[src/hdl/hsc_cfg_map.svh]
// hsc_cfg_map.svh: register offsets, field positions, reset values and timing counts
// assumes: included by the configuration register bank; definitions only
`ifndef HSC_CFG_MAP_SVH
`define HSC_CFG_MAP_SVH

`define HSC_ADDR_GATE_CONTROL    8'h0a
`define HSC_ADDR_RETRY_POLICY    8'h0b
`define HSC_ADDR_CURRENT_LIMIT   8'h0d
`define HSC_ADDR_FET_CHECK       8'h0e
`define HSC_ADDR_METER_BCAST     8'h0f
`define HSC_ADDR_GOOD_PIN_MODE   8'h10
`define HSC_ADDR_PIN_OUT_ADC     8'h11
`define HSC_ADDR_AUX_PIN         8'h12
`define HSC_ADDR_ADC_SEL_A       8'h13
`define HSC_ADDR_ADC_SEL_B       8'h14
`define HSC_ADDR_FAULT_MASK      8'h15

`define HSC_RST_GATE_CONTROL     8'hdb
`define HSC_RST_RETRY_POLICY     8'h03
`define HSC_RST_CURRENT_LIMIT    8'h0c
`define HSC_RST_FET_CHECK        8'h00
`define HSC_RST_METER_BCAST      8'h00
`define HSC_RST_GOOD_PIN_MODE    8'h00
`define HSC_RST_PIN_OUT_ADC      8'h04
`define HSC_RST_AUX_PIN          8'hf0
`define HSC_RST_ADC_SEL_A        8'hff
`define HSC_RST_ADC_SEL_B        8'h0f
`define HSC_RST_FAULT_MASK       8'h00

// gate_control fields
`define HSC_GC_ON       7
`define HSC_GC_SLOPE    6
`define HSC_GC_TMR      5
`define HSC_GC_FETOFF   4
`define HSC_GC_PGCLR    3
`define HSC_GC_LIMIND   2
`define HSC_GC_MASS     1
`define HSC_GC_PAGE     0
// retry_policy fields
`define HSC_RP_EXT      7
`define HSC_RP_PGI      6
`define HSC_RP_FET_HI   5
`define HSC_RP_FET_LO   4
`define HSC_RP_OC_HI    3
`define HSC_RP_OC_LO    2
`define HSC_RP_UV       1
`define HSC_RP_OV       0
// current_limit_config fields
`define HSC_CL_CODE_HI  7
`define HSC_CL_CODE_LO  4
`define HSC_CL_FB_HI    3
`define HSC_CL_FB_LO    2
`define HSC_CL_FBOFF    1
`define HSC_CL_LOAD_POWER_FOLDBACK_ENABLE     0
// fet_check_timing_config fields
`define HSC_FC_DTH_HI   7
`define HSC_FC_DTH_LO   6
`define HSC_FC_FLT_HI   5
`define HSC_FC_FLT_LO   4
`define HSC_FC_COOL_HI  3
`define HSC_FC_COOL_LO  1
`define HSC_FC_POR      0
// meter_broadcast_config fields
`define HSC_MB_EXTOFF   7
`define HSC_MB_VSEL     6
`define HSC_MB_FAST     5
`define HSC_MB_BC_HI    4
`define HSC_MB_BC_LO    3
`define HSC_MB_TICKA    2
`define HSC_MB_METERA   1
`define HSC_MB_INTI     0
// pin_output_adc_rate fields
`define HSC_PO_ADC_HI   2
`define HSC_PO_ADC_LO   0

// base cooldown 0.512 s, fet filter base 0.256 s, at 40 MHz
`define HSC_COOL_BASE_MS      512
`define HSC_FILT_BASE_MS      256
`define HSC_CLK_KHZ           40000
`define HSC_COOL_BASE_CYC     (`HSC_COOL_BASE_MS * `HSC_CLK_KHZ)
`define HSC_FILT_BASE_CYC     (`HSC_FILT_BASE_MS * `HSC_CLK_KHZ)

`endif

[src/hdl/hsc_cfg_pkg.sv]
// hsc_cfg_pkg: types of the configuration register bank
// assumes: used with hsc_cfg_map.svh
package hsc_cfg_pkg;
	typedef logic [7:0] hsc_byte_t;

	typedef enum logic [1:0] {
		HSC_PG_ACT_LOW  = 2'b00,
		HSC_PG_ACT_HIGH = 2'b01,
		HSC_PG_GP_OUT   = 2'b10,
		HSC_PG_GP_IN    = 2'b11
	} hsc_pin_mode_e;

	typedef enum logic [1:0] {
		HSC_RETRY_NONE  = 2'b00,
		HSC_RETRY_ONE   = 2'b01,
		HSC_RETRY_SEVEN = 2'b10,
		HSC_RETRY_ALL   = 2'b11
	} hsc_retry_e;

	typedef struct packed {
		hsc_byte_t gate_control;
		hsc_byte_t retry_policy;
		hsc_byte_t current_limit_config;
		hsc_byte_t fet_check_timing_config;
		hsc_byte_t meter_broadcast_config;
		hsc_byte_t power_good_pin_mode;
		hsc_byte_t pin_output_adc_rate;
		hsc_byte_t aux_pin_config;
		hsc_byte_t adc_channel_select_a;
		hsc_byte_t adc_channel_select_b;
		hsc_byte_t fault_interrupt_mask;
		hsc_byte_t rd_data;
		logic      rd_valid;
		logic      wr_ack;
	} hsc_state_s;
endpackage : hsc_cfg_pkg

[src/hdl/hsc_cfg_regs.sv]
// hsc_cfg_regs: configuration register bank of the hot swap controller
// assumes: the serial bus engine presents one byte access per cycle on the
// documented register offsets; analog blocks sample the decoded control levels
`timescale 1ns/1ps
`default_nettype none
`include "hsc_cfg_map.svh"

// Summary of operation
// - gate bit on turns transistor on, off turns off; resets to on.
// - slope bit selects voltage-slope inrush instead of current-limit inrush.
// - transistor-fault shutoff bit, default one, turns transistor off after fault.
// - clear source bit: one clears power-good on low output, zero on turnoff.
// - limit indicator bit makes second good pin show inverted limit engagement.
// - mass writes and page protocols honoured only while their bits are set.
// - external and good-input faults retry forever at one, latch at zero.
// - undervoltage and overvoltage retry forever at one (default), latch at zero.
// - two-bit retry counts give zero, one, seven or unlimited retries.
// - cooldown before retry is 0.512 s doubled per code step.
// - limit code sets 15 mV plus 1 mV per step, fast twice that.
// - foldback code picks 100, 50, 20, 10 percent; separate post-startup disable.
// - load power foldback after startup when its bit is set.
// - drain threshold code selects 72, 102, 143 or 203 mV.
// - filter delay code selects 0.256, 0.512, 1.02 or 2.05 s.
// - power-on indicator clears on reset; host sets it to one.
// - external fault shutoff bit turns transistor off after external fault.
// - power select chooses drain or input voltage for power multiply.
// - broadcast rate code; two slowest rates barred with 8-bit resolution.
// - meter mode integrates current or power; overflow alert enables.
// - good pin field: active low, active high, output, input.
// - aux pin is input when its bit is one, else drives data bit.
// - adc measures a channel only while its select bit is set.
// - adc code sets resolution, rate and sampling clock; xx1 gives 16 bits.
module hsc_cfg_regs
	import hsc_cfg_pkg::*;
(
	// clock and reset
	input  wire logic        CLK_I,
	input  wire logic        RST_I,
	// register access from the serial bus engine
	input  wire logic        REG_WR_I,
	input  wire logic        REG_RD_I,
	input  wire logic [7:0]  REG_ADDR_I,
	input  wire logic [7:0]  REG_WDATA_I,
	input  wire logic        MASS_WR_I,
	output logic      [7:0]  REG_RDATA_O,
	output logic             REG_RVALID_O,
	output logic             REG_WACK_O,
	output logic             MASS_WR_EN_O,
	output logic             PAGE_RW_EN_O,
	// gate and inrush control
	output logic             GATE_ON_O,
	output logic             SLOPE_INRUSH_O,
	output logic             TMR_PULLDOWN_OFF_O,
	output logic             FET_FAULT_SHUTOFF_O,
	output logic             EXT_FAULT_SHUTOFF_O,
	output logic             GOOD_CLEAR_BY_VOUT_O,
	// retry policy
	output logic             EXT_FAULT_AUTORETRY_O,
	output logic             GOOD_INPUT_AUTORETRY_O,
	output logic             UV_AUTORETRY_O,
	output logic             OV_AUTORETRY_O,
	output logic      [3:0]  FET_RETRY_LIMIT_O,
	output logic      [3:0]  OVERCURRENT_RETRY_COUNT_LIMIT_O,
	output logic      [31:0] COOLDOWN_CYC_O,
	// current limit
	output logic      [3:0]  LIMIT_MV_O,
	output logic      [5:0]  FAST_LIMIT_MV_O,
	output logic      [1:0]  FOLDBACK_CODE_O,
	output logic             POST_STARTUP_FOLDBACK_OFF_O,
	output logic             LOAD_POWER_FOLDBACK_O,
	// transistor fault check
	output logic      [1:0]  DRAIN_THRESHOLD_CODE_O,
	output logic      [31:0] FILTER_CYC_O,
	output logic             POWER_ON_INDICATOR_O,
	// metering and broadcast
	output logic             POWER_VOLTAGE_SELECT_O,
	output logic      [1:0]  BROADCAST_RATE_CODE_O,
	output logic             METER_INTEGRATE_CURRENT_O,
	output logic             TICK_OVF_ALERT_EN_O,
	output logic             METER_OVF_ALERT_EN_O,
	// good pins
	input  wire logic        LIMIT_ACTIVE_I,
	input  wire logic [3:0]  GOOD_FUNC_I,
	output logic      [3:0]  GOOD_PIN_O,
	output logic      [3:0]  GOOD_PIN_OE_O,
	// aux pins
	output logic      [3:0]  AUX_PIN_O,
	output logic      [3:0]  AUX_PIN_OE_O,
	// adc and fault interrupt mask
	output logic      [11:0] ADC_INPUT_SELECT_O,
	output logic      [4:0]  ADC_BITS_O,
	output logic      [1:0]  ADC_SAMPLE_DIV_O,
	output logic      [7:0]  FAULT_INTERRUPT_MASK_O
);

	hsc_state_s st;
	hsc_state_s next_st;

	// output-level registers driven from flip-flops, with their combinational next values
	logic [3:0]  good_pin;
	logic [3:0]  good_oe;
	logic [3:0]  next_good_pin;
	logic [3:0]  next_good_oe;
	logic [31:0] cool_cyc;
	logic [31:0] filt_cyc;
	logic [31:0] next_cool_cyc;
	logic [31:0] next_filt_cyc;
	logic [1:0]  bc_code;
	logic [1:0]  next_bc_code;

	function automatic logic [3:0] retry_limit(input logic [1:0] code);
		unique case (hsc_retry_e'(code))
			HSC_RETRY_NONE:  retry_limit = 4'h0;
			HSC_RETRY_ONE:   retry_limit = 4'h1;
			HSC_RETRY_SEVEN: retry_limit = 4'h7;
			HSC_RETRY_ALL:   retry_limit = 4'hf;
		endcase
	endfunction : retry_limit

	// adc code to resolution bits
	function automatic logic [4:0] adc_bits(input logic [2:0] code);
		if (code[0]) begin
			adc_bits = 5'h10;
		end else begin
			adc_bits = 5'(5'h08 + {code[2:1], 1'b0});
		end
	endfunction : adc_bits

	logic        wr_ok;
	logic [7:0]  wd;
	logic [2:0]  adc_code;
	logic [1:0]  bc_req;

	always_comb begin
		next_st          = st;
		next_st.rd_valid = 1'b0;
		next_st.wr_ack   = 1'b0;
		wd               = REG_WDATA_I;
		// mass writes only pass while enabled
		wr_ok            = REG_WR_I && (!MASS_WR_I || st.gate_control[`HSC_GC_MASS]);
		if (wr_ok) begin
			next_st.wr_ack = 1'b1;
			unique case (REG_ADDR_I)
				`HSC_ADDR_GATE_CONTROL:  next_st.gate_control            = wd;
				`HSC_ADDR_RETRY_POLICY:  next_st.retry_policy            = wd;
				`HSC_ADDR_CURRENT_LIMIT: next_st.current_limit_config    = wd;
				`HSC_ADDR_FET_CHECK:     next_st.fet_check_timing_config = wd;
				`HSC_ADDR_METER_BCAST:   next_st.meter_broadcast_config  = wd;
				`HSC_ADDR_GOOD_PIN_MODE: next_st.power_good_pin_mode     = wd;
				`HSC_ADDR_PIN_OUT_ADC:   next_st.pin_output_adc_rate     = wd;
				`HSC_ADDR_AUX_PIN:       next_st.aux_pin_config          = wd;
				`HSC_ADDR_ADC_SEL_A:     next_st.adc_channel_select_a    = wd;
				`HSC_ADDR_ADC_SEL_B:     next_st.adc_channel_select_b    = wd;
				`HSC_ADDR_FAULT_MASK:    next_st.fault_interrupt_mask    = wd;
				default:                 next_st.wr_ack                  = 1'b0;
			endcase
		end
		if (REG_RD_I) begin
			next_st.rd_valid = 1'b1;
			unique case (REG_ADDR_I)
				`HSC_ADDR_GATE_CONTROL:  next_st.rd_data = st.gate_control;
				`HSC_ADDR_RETRY_POLICY:  next_st.rd_data = st.retry_policy;
				`HSC_ADDR_CURRENT_LIMIT: next_st.rd_data = st.current_limit_config;
				`HSC_ADDR_FET_CHECK:     next_st.rd_data = st.fet_check_timing_config;
				`HSC_ADDR_METER_BCAST:   next_st.rd_data = st.meter_broadcast_config;
				`HSC_ADDR_GOOD_PIN_MODE: next_st.rd_data = st.power_good_pin_mode;
				`HSC_ADDR_PIN_OUT_ADC:   next_st.rd_data = st.pin_output_adc_rate;
				`HSC_ADDR_AUX_PIN:       next_st.rd_data = st.aux_pin_config;
				`HSC_ADDR_ADC_SEL_A:     next_st.rd_data = st.adc_channel_select_a;
				`HSC_ADDR_ADC_SEL_B:     next_st.rd_data = st.adc_channel_select_b;
				`HSC_ADDR_FAULT_MASK:    next_st.rd_data = st.fault_interrupt_mask;
				default:                 next_st.rd_data = 8'h00;
			endcase
		end
	end

	// derived levels from registered state and the GOOD_FUNC_I and LIMIT_ACTIVE_I inputs
	always_comb begin
		adc_code = st.pin_output_adc_rate[`HSC_PO_ADC_HI:`HSC_PO_ADC_LO];
		bc_req   = st.meter_broadcast_config[`HSC_MB_BC_HI:`HSC_MB_BC_LO];
		// slow rates barred at 8 bits, fall back to 512 kbit/s
		next_bc_code = (adc_code == 3'b000 && bc_req[1]) ? 2'b01 : bc_req;
		// cooldown doubles per code step
		next_cool_cyc = 32'(`HSC_COOL_BASE_CYC)
			<< st.fet_check_timing_config[`HSC_FC_COOL_HI:`HSC_FC_COOL_LO];
		// filter delay doubles per code step
		next_filt_cyc = 32'(`HSC_FILT_BASE_CYC)
			<< st.fet_check_timing_config[`HSC_FC_FLT_HI:`HSC_FC_FLT_LO];
		for (int i = 0; i < 4; i++) begin
			unique case (hsc_pin_mode_e'(st.power_good_pin_mode[2*i +: 2]))
				HSC_PG_ACT_LOW: begin
					next_good_pin[i] = !GOOD_FUNC_I[i];
					next_good_oe[i]  = 1'b1;
				end
				HSC_PG_ACT_HIGH: begin
					next_good_pin[i] = GOOD_FUNC_I[i];
					next_good_oe[i]  = 1'b1;
				end
				HSC_PG_GP_OUT: begin
					next_good_pin[i] = st.pin_output_adc_rate[4 + i];
					next_good_oe[i]  = 1'b1;
				end
				HSC_PG_GP_IN: begin
					next_good_pin[i] = 1'b0;
					next_good_oe[i]  = 1'b0;
				end
			endcase
		end
		if (st.gate_control[`HSC_GC_LIMIND]) begin
			next_good_pin[1] = !LIMIT_ACTIVE_I;
			next_good_oe[1]  = 1'b1;
		end
	end

	always_ff @(posedge CLK_I) begin
		if (RST_I) begin
			st.gate_control            <= `HSC_RST_GATE_CONTROL;
			st.retry_policy            <= `HSC_RST_RETRY_POLICY;
			st.current_limit_config    <= `HSC_RST_CURRENT_LIMIT;
			st.fet_check_timing_config <= `HSC_RST_FET_CHECK;
			st.meter_broadcast_config  <= `HSC_RST_METER_BCAST;
			st.power_good_pin_mode     <= `HSC_RST_GOOD_PIN_MODE;
			st.pin_output_adc_rate     <= `HSC_RST_PIN_OUT_ADC;
			st.aux_pin_config          <= `HSC_RST_AUX_PIN;
			st.adc_channel_select_a    <= `HSC_RST_ADC_SEL_A;
			st.adc_channel_select_b    <= `HSC_RST_ADC_SEL_B;
			st.fault_interrupt_mask    <= `HSC_RST_FAULT_MASK;
			st.rd_data                 <= 8'h00;
			st.rd_valid                <= 1'b0;
			st.wr_ack                  <= 1'b0;
			good_pin                   <= 4'h0;
			good_oe                    <= 4'h0;
			cool_cyc                   <= 32'(`HSC_COOL_BASE_CYC);
			filt_cyc                   <= 32'(`HSC_FILT_BASE_CYC);
			bc_code                    <= 2'b00;
		end else begin
			st       <= next_st;
			good_pin <= next_good_pin;
			good_oe  <= next_good_oe;
			cool_cyc <= next_cool_cyc;
			filt_cyc <= next_filt_cyc;
			bc_code  <= next_bc_code;
		end
	end

	// field decode, all straight from state flip-flops
	always_comb begin
		REG_RDATA_O                 = st.rd_data;
		REG_RVALID_O                = st.rd_valid;
		REG_WACK_O                  = st.wr_ack;
		MASS_WR_EN_O                = st.gate_control[`HSC_GC_MASS];
		PAGE_RW_EN_O                = st.gate_control[`HSC_GC_PAGE];
		GATE_ON_O                   = st.gate_control[`HSC_GC_ON];
		SLOPE_INRUSH_O              = st.gate_control[`HSC_GC_SLOPE];
		TMR_PULLDOWN_OFF_O          = st.gate_control[`HSC_GC_TMR];
		FET_FAULT_SHUTOFF_O         = st.gate_control[`HSC_GC_FETOFF];
		GOOD_CLEAR_BY_VOUT_O        = st.gate_control[`HSC_GC_PGCLR];
		EXT_FAULT_SHUTOFF_O         = st.meter_broadcast_config[`HSC_MB_EXTOFF];
		EXT_FAULT_AUTORETRY_O       = st.retry_policy[`HSC_RP_EXT];
		GOOD_INPUT_AUTORETRY_O      = st.retry_policy[`HSC_RP_PGI];
		UV_AUTORETRY_O              = st.retry_policy[`HSC_RP_UV];
		OV_AUTORETRY_O              = st.retry_policy[`HSC_RP_OV];
		FET_RETRY_LIMIT_O           = retry_limit(st.retry_policy[`HSC_RP_FET_HI:`HSC_RP_FET_LO]);
		OVERCURRENT_RETRY_COUNT_LIMIT_O            = retry_limit(st.retry_policy[`HSC_RP_OC_HI:`HSC_RP_OC_LO]);
		COOLDOWN_CYC_O              = cool_cyc;
		LIMIT_MV_O                  = st.current_limit_config[`HSC_CL_CODE_HI:`HSC_CL_CODE_LO];
		FAST_LIMIT_MV_O             = 6'(6'd30 + {1'b0, st.current_limit_config[7:4], 1'b0});
		FOLDBACK_CODE_O             = st.current_limit_config[`HSC_CL_FB_HI:`HSC_CL_FB_LO];
		POST_STARTUP_FOLDBACK_OFF_O = st.current_limit_config[`HSC_CL_FBOFF];
		LOAD_POWER_FOLDBACK_O       = st.current_limit_config[`HSC_CL_LOAD_POWER_FOLDBACK_ENABLE];
		DRAIN_THRESHOLD_CODE_O      = st.fet_check_timing_config[`HSC_FC_DTH_HI:`HSC_FC_DTH_LO];
		FILTER_CYC_O                = filt_cyc;
		POWER_ON_INDICATOR_O        = st.fet_check_timing_config[`HSC_FC_POR];
		POWER_VOLTAGE_SELECT_O      = st.meter_broadcast_config[`HSC_MB_VSEL];
		BROADCAST_RATE_CODE_O       = bc_code;
		METER_INTEGRATE_CURRENT_O   = st.meter_broadcast_config[`HSC_MB_INTI];
		TICK_OVF_ALERT_EN_O         = st.meter_broadcast_config[`HSC_MB_TICKA];
		METER_OVF_ALERT_EN_O        = st.meter_broadcast_config[`HSC_MB_METERA];
		GOOD_PIN_O                  = good_pin;
		GOOD_PIN_OE_O               = good_oe;
		AUX_PIN_O                   = st.aux_pin_config[3:0];
		AUX_PIN_OE_O                = ~st.aux_pin_config[7:4];
		ADC_INPUT_SELECT_O          = {st.adc_channel_select_b[7:4], st.adc_channel_select_a};
		ADC_BITS_O                  = adc_bits(st.pin_output_adc_rate[2:0]);
		ADC_SAMPLE_DIV_O            = (st.pin_output_adc_rate[2:0] == 3'b000) ? 2'd0 :
		                              (st.pin_output_adc_rate[2:0] == 3'b010) ? 2'd1 : 2'd2;
		FAULT_INTERRUPT_MASK_O      = st.fault_interrupt_mask;
	end

	// assertions
	gate_follows_write_a: assert property (@(posedge CLK_I) disable iff (RST_I)
		REG_WR_I && !MASS_WR_I && REG_ADDR_I == `HSC_ADDR_GATE_CONTROL
		|=> GATE_ON_O == $past(REG_WDATA_I[7]))
		else $error("gate bit did not follow write");
	slope_follows_a: assert property (@(posedge CLK_I) disable iff (RST_I)
		REG_WR_I && !MASS_WR_I && REG_ADDR_I == `HSC_ADDR_GATE_CONTROL
		|=> SLOPE_INRUSH_O == $past(REG_WDATA_I[6]) && FET_FAULT_SHUTOFF_O == $past(REG_WDATA_I[4]))
		else $error("slope or shutoff bit wrong");
	mass_block_a: assert property (@(posedge CLK_I) disable iff (RST_I)
		REG_WR_I && MASS_WR_I && !MASS_WR_EN_O && REG_ADDR_I == `HSC_ADDR_RETRY_POLICY
		|=> $stable(UV_AUTORETRY_O) && !REG_WACK_O)
		else $error("mass write accepted while disabled");
	retry_seven_a: assert property (@(posedge CLK_I) disable iff (RST_I)
		REG_WR_I && !MASS_WR_I && REG_ADDR_I == `HSC_ADDR_RETRY_POLICY && REG_WDATA_I[3:2] == 2'b10
		|=> OVERCURRENT_RETRY_COUNT_LIMIT_O == 4'h7)
		else $error("overcurrent retry count wrong");
	fast_limit_a: assert property (@(posedge CLK_I) disable iff (RST_I)
		FAST_LIMIT_MV_O == 6'(2 * (15 + LIMIT_MV_O)))
		else $error("fast limit not twice limit");
	cooldown_max_a: assert property (@(posedge CLK_I) disable iff (RST_I)
		st.fet_check_timing_config[3:1] == 3'b111 ##1 st.fet_check_timing_config[3:1] == 3'b111
		|-> COOLDOWN_CYC_O == 32'd2621440000)
		else $error("cooldown code 7 wrong");
	por_clear_a: assert property (@(posedge CLK_I)
		RST_I |=> !POWER_ON_INDICATOR_O && GATE_ON_O)
		else $error("reset defaults wrong");
	bc_slow_a: assert property (@(posedge CLK_I) disable iff (RST_I)
		$past(ADC_BITS_O) == 5'h08 && ADC_BITS_O == 5'h08 && !$past(RST_I) |-> !BROADCAST_RATE_CODE_O[1])
		else $error("slow broadcast at 8 bits");
	aux_dir_a: assert property (@(posedge CLK_I) disable iff (RST_I)
		REG_WR_I && !MASS_WR_I && REG_ADDR_I == `HSC_ADDR_AUX_PIN
		|=> AUX_PIN_OE_O == ~$past(REG_WDATA_I[7:4]))
		else $error("aux direction wrong");
	readback_a: assert property (@(posedge CLK_I) disable iff (RST_I)
		REG_RD_I && !REG_WR_I && REG_ADDR_I == `HSC_ADDR_ADC_SEL_A
		|=> REG_RVALID_O && REG_RDATA_O == ADC_INPUT_SELECT_O[7:0])
		else $error("readback mismatch");
	cov_gate_off_c: cover property (@(posedge CLK_I) $fell(GATE_ON_O));
	cov_mass_c:     cover property (@(posedge CLK_I) REG_WR_I && MASS_WR_I ##1 REG_WACK_O);
	cov_limind_c:   cover property (@(posedge CLK_I) GOOD_PIN_OE_O[1] && st.gate_control[2]);

endmodule : hsc_cfg_regs
`default_nettype wire

[config.mk]
export PLATFORM = sky130hd
export DESIGN_NAME = hsc_cfg_regs
export DESIGN_NICKNAME = d
export VERILOG_FILES = /design/src/hdl/hsc_cfg_pkg.sv /design/src/hdl/hsc_cfg_regs.sv
export VERILOG_INCLUDE_DIRS = /design/src /design/src/hdl
export SDC_FILE = /design/constraint.sdc
export NUM_CORES = 1
export LEC_CHECK = 0
export BUFFER_PORTS_ARGS = -buffer_cell sky130_fd_sc_hd__buf_2
export CAP_MARGIN = 5
export CORE_MARGIN = 2
export CORE_UTILIZATION = 35
export DETAILED_ROUTE_END_ITERATION = 7
export PLACE_DENSITY_LB_ADDON = 0.1
export SETUP_SLACK_MARGIN = 0.2
export SKIP_CTS_REPAIR_TIMING = 1
export SLEW_MARGIN = 20
export SYNTH_ARGS = -nofsm -noshare
export SYNTH_HDL_FRONTEND = slang
export SYNTH_SLANG_ARGS = --single-unit
export TNS_END_PERCENT = 50
[constraint.sdc]
create_clock -name CLK_I -period 3 [get_ports CLK_I]
set_clock_uncertainty 0.1 [all_clocks]
set_input_delay 0.3 -clock CLK_I [delete_from_list [all_inputs] [get_ports CLK_I]]
set_output_delay 0.3 -clock CLK_I [all_outputs]
set_load 0.03 [all_outputs]
==> flow_summary.yaml, run 1 <==
cells_and_area:
  drive_gt1_frac: 0.279
  fin_nets: 818
  final_common_cell: "buf_2"
  layout_common_cells: "buf_2, dfxtp_1, nor2_1"
  syn_to_final_growth_pct: 16.4
  diodes: 0
setup_path:
  r2r_cells: 3
  r2r-start: "MASS_WR_EN_O"
  r2r-end: "MASS_WR_EN_O"
  start_kind: "flop"
  end_kind: "flop"
  cpLargestDelayFamily: "simple AND/OR/NAND/NOR gates"
  worstPathCellList: "o21ai_2 -> or4_1 -> a211o_1"
  path_max_fanout: 14
  critPathKind: "flop to flop"
  slowest_delay_ns: 0.83
  critPathSlowestCell: "or4_1"
  arrival_ns: 2.38
  cp.required_ns: 3.21
  cp.buffers_inverters: 0
  r2r_slack_ns: 0.83
sta:
  maxClockFrequency_mhz: 460
  fin_crit_sh: 0.724
  finalHoldViolCount: 0
  whs_ns: 0.0799
  slew_viol_final: 0
  setup_tns_ns: 0
  grt_setup_unrepaired: "false"
  period_needed_ns: 2.17
  slew_headroom: 0.505
  worst_pin_slew_ns: 0.743
  setup_violations: 0
clock_tree:
  root_buffer: "clkbuf_16"
  ctsHtreeMaxLevel: 4
  clkLatencyLatePin_ns: 0.42
  cts_buffers: 17
  cts_tree: "done"
  cts_sinks: 134
  cts.path.max_buffers: 2
  clk_pin_slew_ns: 0.06
placed_design:
  place_congestion: 0.806
  dp_hpwl_um: 13400
  port_buffers: 149
route:
  routed_wl_um: 18600
  drtIter0Drc: 334
  ant_nets: 0
  dr.pass1.iters: 5
  avgRoutedWirePerCell_um: 18.1
  dr_total_vias: 5076
  drcViolationCount: 0
  vias_per_cell: 4.95
synth:
  synth-main-ff-cell: "dfxtp_1"
  yosysUniqueCellTypes: 54
  synth_warnings: 0
  synth_top_area_share: 0.416
  synth_cells: 697
  synthArstFlopShare: 0
  avgSynthCellArea_um2: 9.25
  synth-edff-count: 0
  yosysSeqAreaShare: 0.416
  yosys_register_bits: 134
  synth_area_leaders: "dfxtp_1, buf_4, mux2i_1, nor2_1, a211o_1"
  synth_top_area_cell: "dfxtp_1"
  synth_area_um2: 6450
status:
  outcome: "finished, final reports clean"
global_routing:
  overflow: 0
  grt_usage: 0.190
  antenna_found_initial: 0
  grt_max_degree: 70
  grt_pass1_wl_um: 28500
  grt_pass1_vias: 4942
die:
  die_area_um2: 19500
  core_area_um2: 18000
  ioPinCount: 186
  initial_utilization: 0.358
  fp.dieW_um: 140
  die_h_um: 140
  rows: 49
power_and_ir_drop:
  ir_drop_uv: 388
  p_per_area_nw_per_um2: 570
  p_sw_frac: 0.236
  pwr-share-seq: 0.419
  comb_power_share: 0.066
  p_int_mw: 3.27
  power.total_mw: 4.28
  pwr-share-clk: 0.515
  p_switching_mw: 1.01
  p_leak_nw: 3.22
flow_run:
  maxCapViolations: 0
worst_hold_path:
  hp-start: "REG_RD_I"
  min_path_type: "input port to flop"
  hold_path_end: "REG_RVALID_O"
  whs_path_depth: 2
## cell usage after synthesis (4+ instances only)
cell type,instances
nand3b_1,4
o21ai_0,18
nand2_1,31
nand3_1,6
nor3_1,12
a21oi_1,28
nor2b_1,24
buf_2,13
nor3_4,4
nor2_1,84
mux2i_1,62
and2_1,8
inv_1,29
dfxtp_1,134
clkbuf_1,27
nand2b_1,5
ha_1,8
a22oi_1,7
or2_2,6
buf_4,85
a211o_1,25
o22ai_1,9
mux2_2,5
mux4_2,8
a22o_1,6
## power groups by stage
| stage | clock network, mW | logic, mW | registers [mW] |
|---|---|---|---|
| floorplan | 0 | 0.226 | 1.84 |
| global placement | 0 | 0.276 | 1.83 |
| detailed placement | 0 | 0.278 | 1.83 |
| CTS | 2.24 | 0.279 | 1.79 |
| global route | 2.32 | 0.299 | 1.79 |
| finish | 2.20 | 0.280 | 1.79 |
## through the flow
stage	util	worst slack, ns	cells	instance area (µm²)
CTS	0.416	0.842	1025	7500
global route	0.416	0.697	1026	7510
global placement	0.381	0.494	993	6870
detailed placement	0.381	0.536	993	6870
floorplan	-	0.936	732	6580
finish	0.416	0.828	1026	7510
## worst max path at each step
stage | start | end | slack, ns | depth (start not counted)
final | MASS_WR_EN_O | MASS_WR_EN_O | 0.83 | 3
after global routing | MASS_WR_EN_O | GOOD_CLEAR_BY_VOUT_O | 0.70 | 4
after CTS | MASS_WR_EN_O | MASS_WR_EN_O | 0.84 | 3
after detailed placement | REG_ADDR_I[0] | LIMIT_MV_O[2] | 0.54 | 7
after global placement | REG_ADDR_I[4] | ADC_INPUT_SELECT_O[4] | 0.49 | 7
after floorplan | MASS_WR_EN_O | FET_FAULT_SHUTOFF_O | 0.94 | 5
## cell families (layout without fill, tap and decap cells)
kind of cell    after synthesis  after routing  share of synthesized area
simple gates                199            199                      0.157
buf+inv                     159            224                      0.147
flops                       134            134                      0.416
compound gates              118            118                      0.127
mux                          75             75                      0.133
fa+ha+maj                     8              8                     0.0155
xor+xnor                      3              3                    0.00408
other cells                   1             36                   0.000582
## metal layers
metal | vias to the layer above | global-route usage | wire length [µm]
li1 | 2442 | - | -
met1 | 2422 | 0.253 | 8560
met2 | 183 | 0.298 | 8460
met3 | 29 | 0.0499 | 1160
met4 | 0 | 0.0695 | 427
met5 | - | 0 | 0
## state kept, by name, indices dropped and copies added (netlist names), 2 cells and up
register                count
BROADCAST_RATE_CODE_O       2
DRAIN_THRESHOLD_CODE_O      2
FOLDBACK_CODE_O             2
AUX_PIN_O                   4
COOLDOWN_CYC_O             17
FAULT_INTERRUPT_MASK_O      8
ADC_INPUT_SELECT_O         12
REG_RDATA_O                 8
st                         32
bc_req                      2
FILTER_CYC_O                9
adc_code                    3
GOOD_PIN_O                  4
GOOD_PIN_OE_O               4
LIMIT_MV_O                  4
## final cells by class
cell class / instances / area, µm²
Clock inverter: 12 / 178
Clock buffer: 20 / 447
Multi-Input combinational cell: 439 / 2950
Timing Repair Buffer: 163 / 856
Inverter: 29 / 109
Tap cell: 229 / 287
Sequential cell: 134 / 2680
Fill cell: 1826 / 10500
Note: power is estimated with default switching activity, not from simulation.
==> run 2: changes to the inputs <==
--- a/config.mk
+++ b/config.mk
@@ -6,6 +6,7 @@
 export SDC_FILE = /design/constraint.sdc
 export NUM_CORES = 1
 export LEC_CHECK = 0
+export ABC_AREA = 1
 export BUFFER_PORTS_ARGS = -buffer_cell sky130_fd_sc_hd__buf_2
 export CAP_MARGIN = 5
 export CORE_MARGIN = 2
==> constraint.sdc (replaced) <==
create_clock -name CLK_I -period 2.2 [get_ports CLK_I]
set_clock_uncertainty 0.1 [all_clocks]
set_input_delay 0.22 -clock CLK_I [delete_from_list [all_inputs] [get_ports CLK_I]]
set_output_delay 0.22 -clock CLK_I [all_outputs]
set_load 0.03 [all_outputs]
==> flow_summary.yaml, run 2 <==
synth:
  synth_top_area_cell: "dfxtp_1"
  yosys-top-cells-count: "dfxtp_1, nand2_1, buf_4"
  synth_area_leaders: "dfxtp_1, buf_4, nand3_1, a21oi_1, nand2_1"
  synth_top_area_share: 0.423
  synth_warnings: 0
  yosys_register_bits: 134
  yosysUniqueCellTypes: 34
  synth-edff-count: 0
  synth.most_common_cell: "dfxtp_1"
  synthArstFlopShare: 0
  synth_cells: 808
  synth-main-ff-cell: "dfxtp_1"
  synth_area_um2: 6340
  avgSynthCellArea_um2: 7.85
  yosysSeqAreaShare: 0.423
cells_and_area:
  drive_gt1_frac: 0.267
  fin_nets: 945
  design_area_um2: 7490
  largest_register: "st"
  syn_to_final_growth_pct: 18.2
  largest_reg_flops: 32
  final_common_cell: "buf_2"
  diodes: 0
  nFillCells: 1869
  layout_common_cells: "buf_2, dfxtp_1, nand2_1"
sta:
  period_needed_ns: 1.82
  slew_viol_final: 0
  setup_violations: 0
  worst_pin_slew_ns: 0.597
  maxClockFrequency_mhz: 549
  finalHoldViolCount: 0
  fin_crit_sh: 0.828
  grt_setup_unrepaired: "false"
  slew_headroom: 0.600
  setup_tns_ns: 0
placed_design:
  port_buffers: 149
  place_congestion: 0.818
  dp_hpwl_um: 13400
  dpl_cell_area_um2: 6780
global_routing:
  overflow: 0
  antenna_found_initial: 0
  grt_pass1_wl_um: 28400
  grt_pass1_vias: 4781
  grt_usage: 0.193
  grt_max_degree: 86
worst_hold_path:
  min_path_type: "input port to flop"
  whs_path_depth: 3
  hp-start: "GOOD_FUNC_I[0]"
route:
  avgRoutedWirePerCell_um: 16.3
  dr.pass1.iters: 5
  vias_per_cell: 4.73
  drcViolationCount: 0
  routed_wl_um: 18700
  ant_nets: 0
  drtIter0Drc: 404
  dr_total_vias: 5455
clock_tree:
  clk_pin_slew_ns: 0.06
  ctsHtreeMaxLevel: 4
  root_buffer: "clkbuf_16"
  cts_sinks: 134
  cts_buffers: 17
  cts.path.max_buffers: 2
  cts_tree: "done"
  clkLatencyLatePin_ns: 0.43
power_and_ir_drop:
  ir_drop_uv: 514
  p_switching_mw: 1.44
  comb_power_share: 0.062
  power.total_mw: 5.86
  pwr-share-seq: 0.417
  p_leak_nw: 3.61
  pwr-share-clk: 0.520
  p_per_area_nw_per_um2: 783
  p_sw_frac: 0.246
  p_int_mw: 4.42
setup_path:
  cp.required_ns: 1.88
  r2r-start: "MASS_WR_EN_O"
  path_max_fanout: 4
  worstSetupPathDepth: 4
  cpLargestDelayFamily: "flip-flops"
  end_kind: "primary output"
  critPathKind: "flop to primary output"
  critPathSlowestCell: "dfxtp_1"
  worstPathCellList: "inv_1 -> ha_1 -> xor2_1 -> buf_2"
  crit_start: "LIMIT_MV_O[0]"
  slowest_delay_ns: 0.41
  r2r_cells: 8
  cp.buffers_inverters: 2
  arrival_ns: 1.50
  start_kind: "flop"
flow_run:
  maxCapViolations: 0
die:
  initial_utilization: 0.355
  ioPinCount: 186
  core_area_um2: 17800
  die_area_um2: 19200
  die_h_um: 139
  fp.dieW_um: 139
  rows: 49
status:
  outcome: "finished, final reports clean"
==> run 2: worst min-delay path, delay by kind of cell <==
| kind | cells | cell delay [ns] |
|---|---|---|
| AO/OA/AOI/OAI | 1 | 0.10 |
| buffers and inverters | 1 | 0.10 |
| AND/OR/NAND/NOR | 1 | 0.07 |
==> run 2: kinds of logic after synthesis <==
group,Yosys count,share of synthesized area
compound gates,185,0.166
xor+xnor,3,0.00414
fa+ha+maj,8,0.0158
buf+inv,186,0.169
flops,134,0.423
other cells,1,0.000591
simple gates,291,0.221
==> run 2: final timing paths <==
path,to,slack [ns]
max,FAST_LIMIT_MV_O[3],0.38
max reg2reg,ADC_INPUT_SELECT_O[4],0.48
min reg2reg,REG_RDATA_O[1],0.37
min,GOOD_PIN_O[0],0.0004
==> run 2: power groups by stage <==
stage / logic [mW] / clock network [mW] / registers [mW]
3_3_place_gp: 0.355 / 0 / 2.50
5_1_grt: 0.392 / 3.21 / 2.45
2_1_floorplan: 0.279 / 0 / 2.52
6_report: 0.367 / 3.05 / 2.45
3_5_place_dp: 0.354 / 0 / 2.50
4_1_cts: 0.355 / 3.10 / 2.45
==> run 2: cell type report <==
type | instances | area, µm² | share of cell area
Clock buffer | 18 | 429 | 0.0573
Clock inverter | 14 | 199 | 0.0265
Inverter | 69 | 259 | 0.0346
Multi-Input combinational cell | 523 | 2720 | 0.363
Sequential cell | 134 | 2680 | 0.358
Tap cell | 229 | 287 | 0.0382
Timing Repair Buffer | 166 | 921 | 0.123
==> run 2: metrics by stage <==
| step | hold WS [ns] | utilization | std cells | setup slack, ns |
|---|---|---|---|---|
| finish | 0.000379 | 0.420 | 1153 | 0.379 |
| floorplan | 0.246 | - | 843 | 0.557 |
| global placement | 0.360 | 0.380 | 1112 | 0.401 |
| detailed placement | 0.362 | 0.380 | 1112 | 0.366 |
| global route | 0.00517 | 0.420 | 1153 | 0.314 |
| CTS | -0.0800 | 0.415 | 1144 | 0.363 |
==> run 2: layer usage <==
layer	global-route usage	part of all wire	up-vias
met3	0.0404	0.051	18
li1	-	-	2779
met1	0.265	0.47	2472
met5	0	0	-
met4	0.0575	0.013	0
met2	0.305	0.47	186
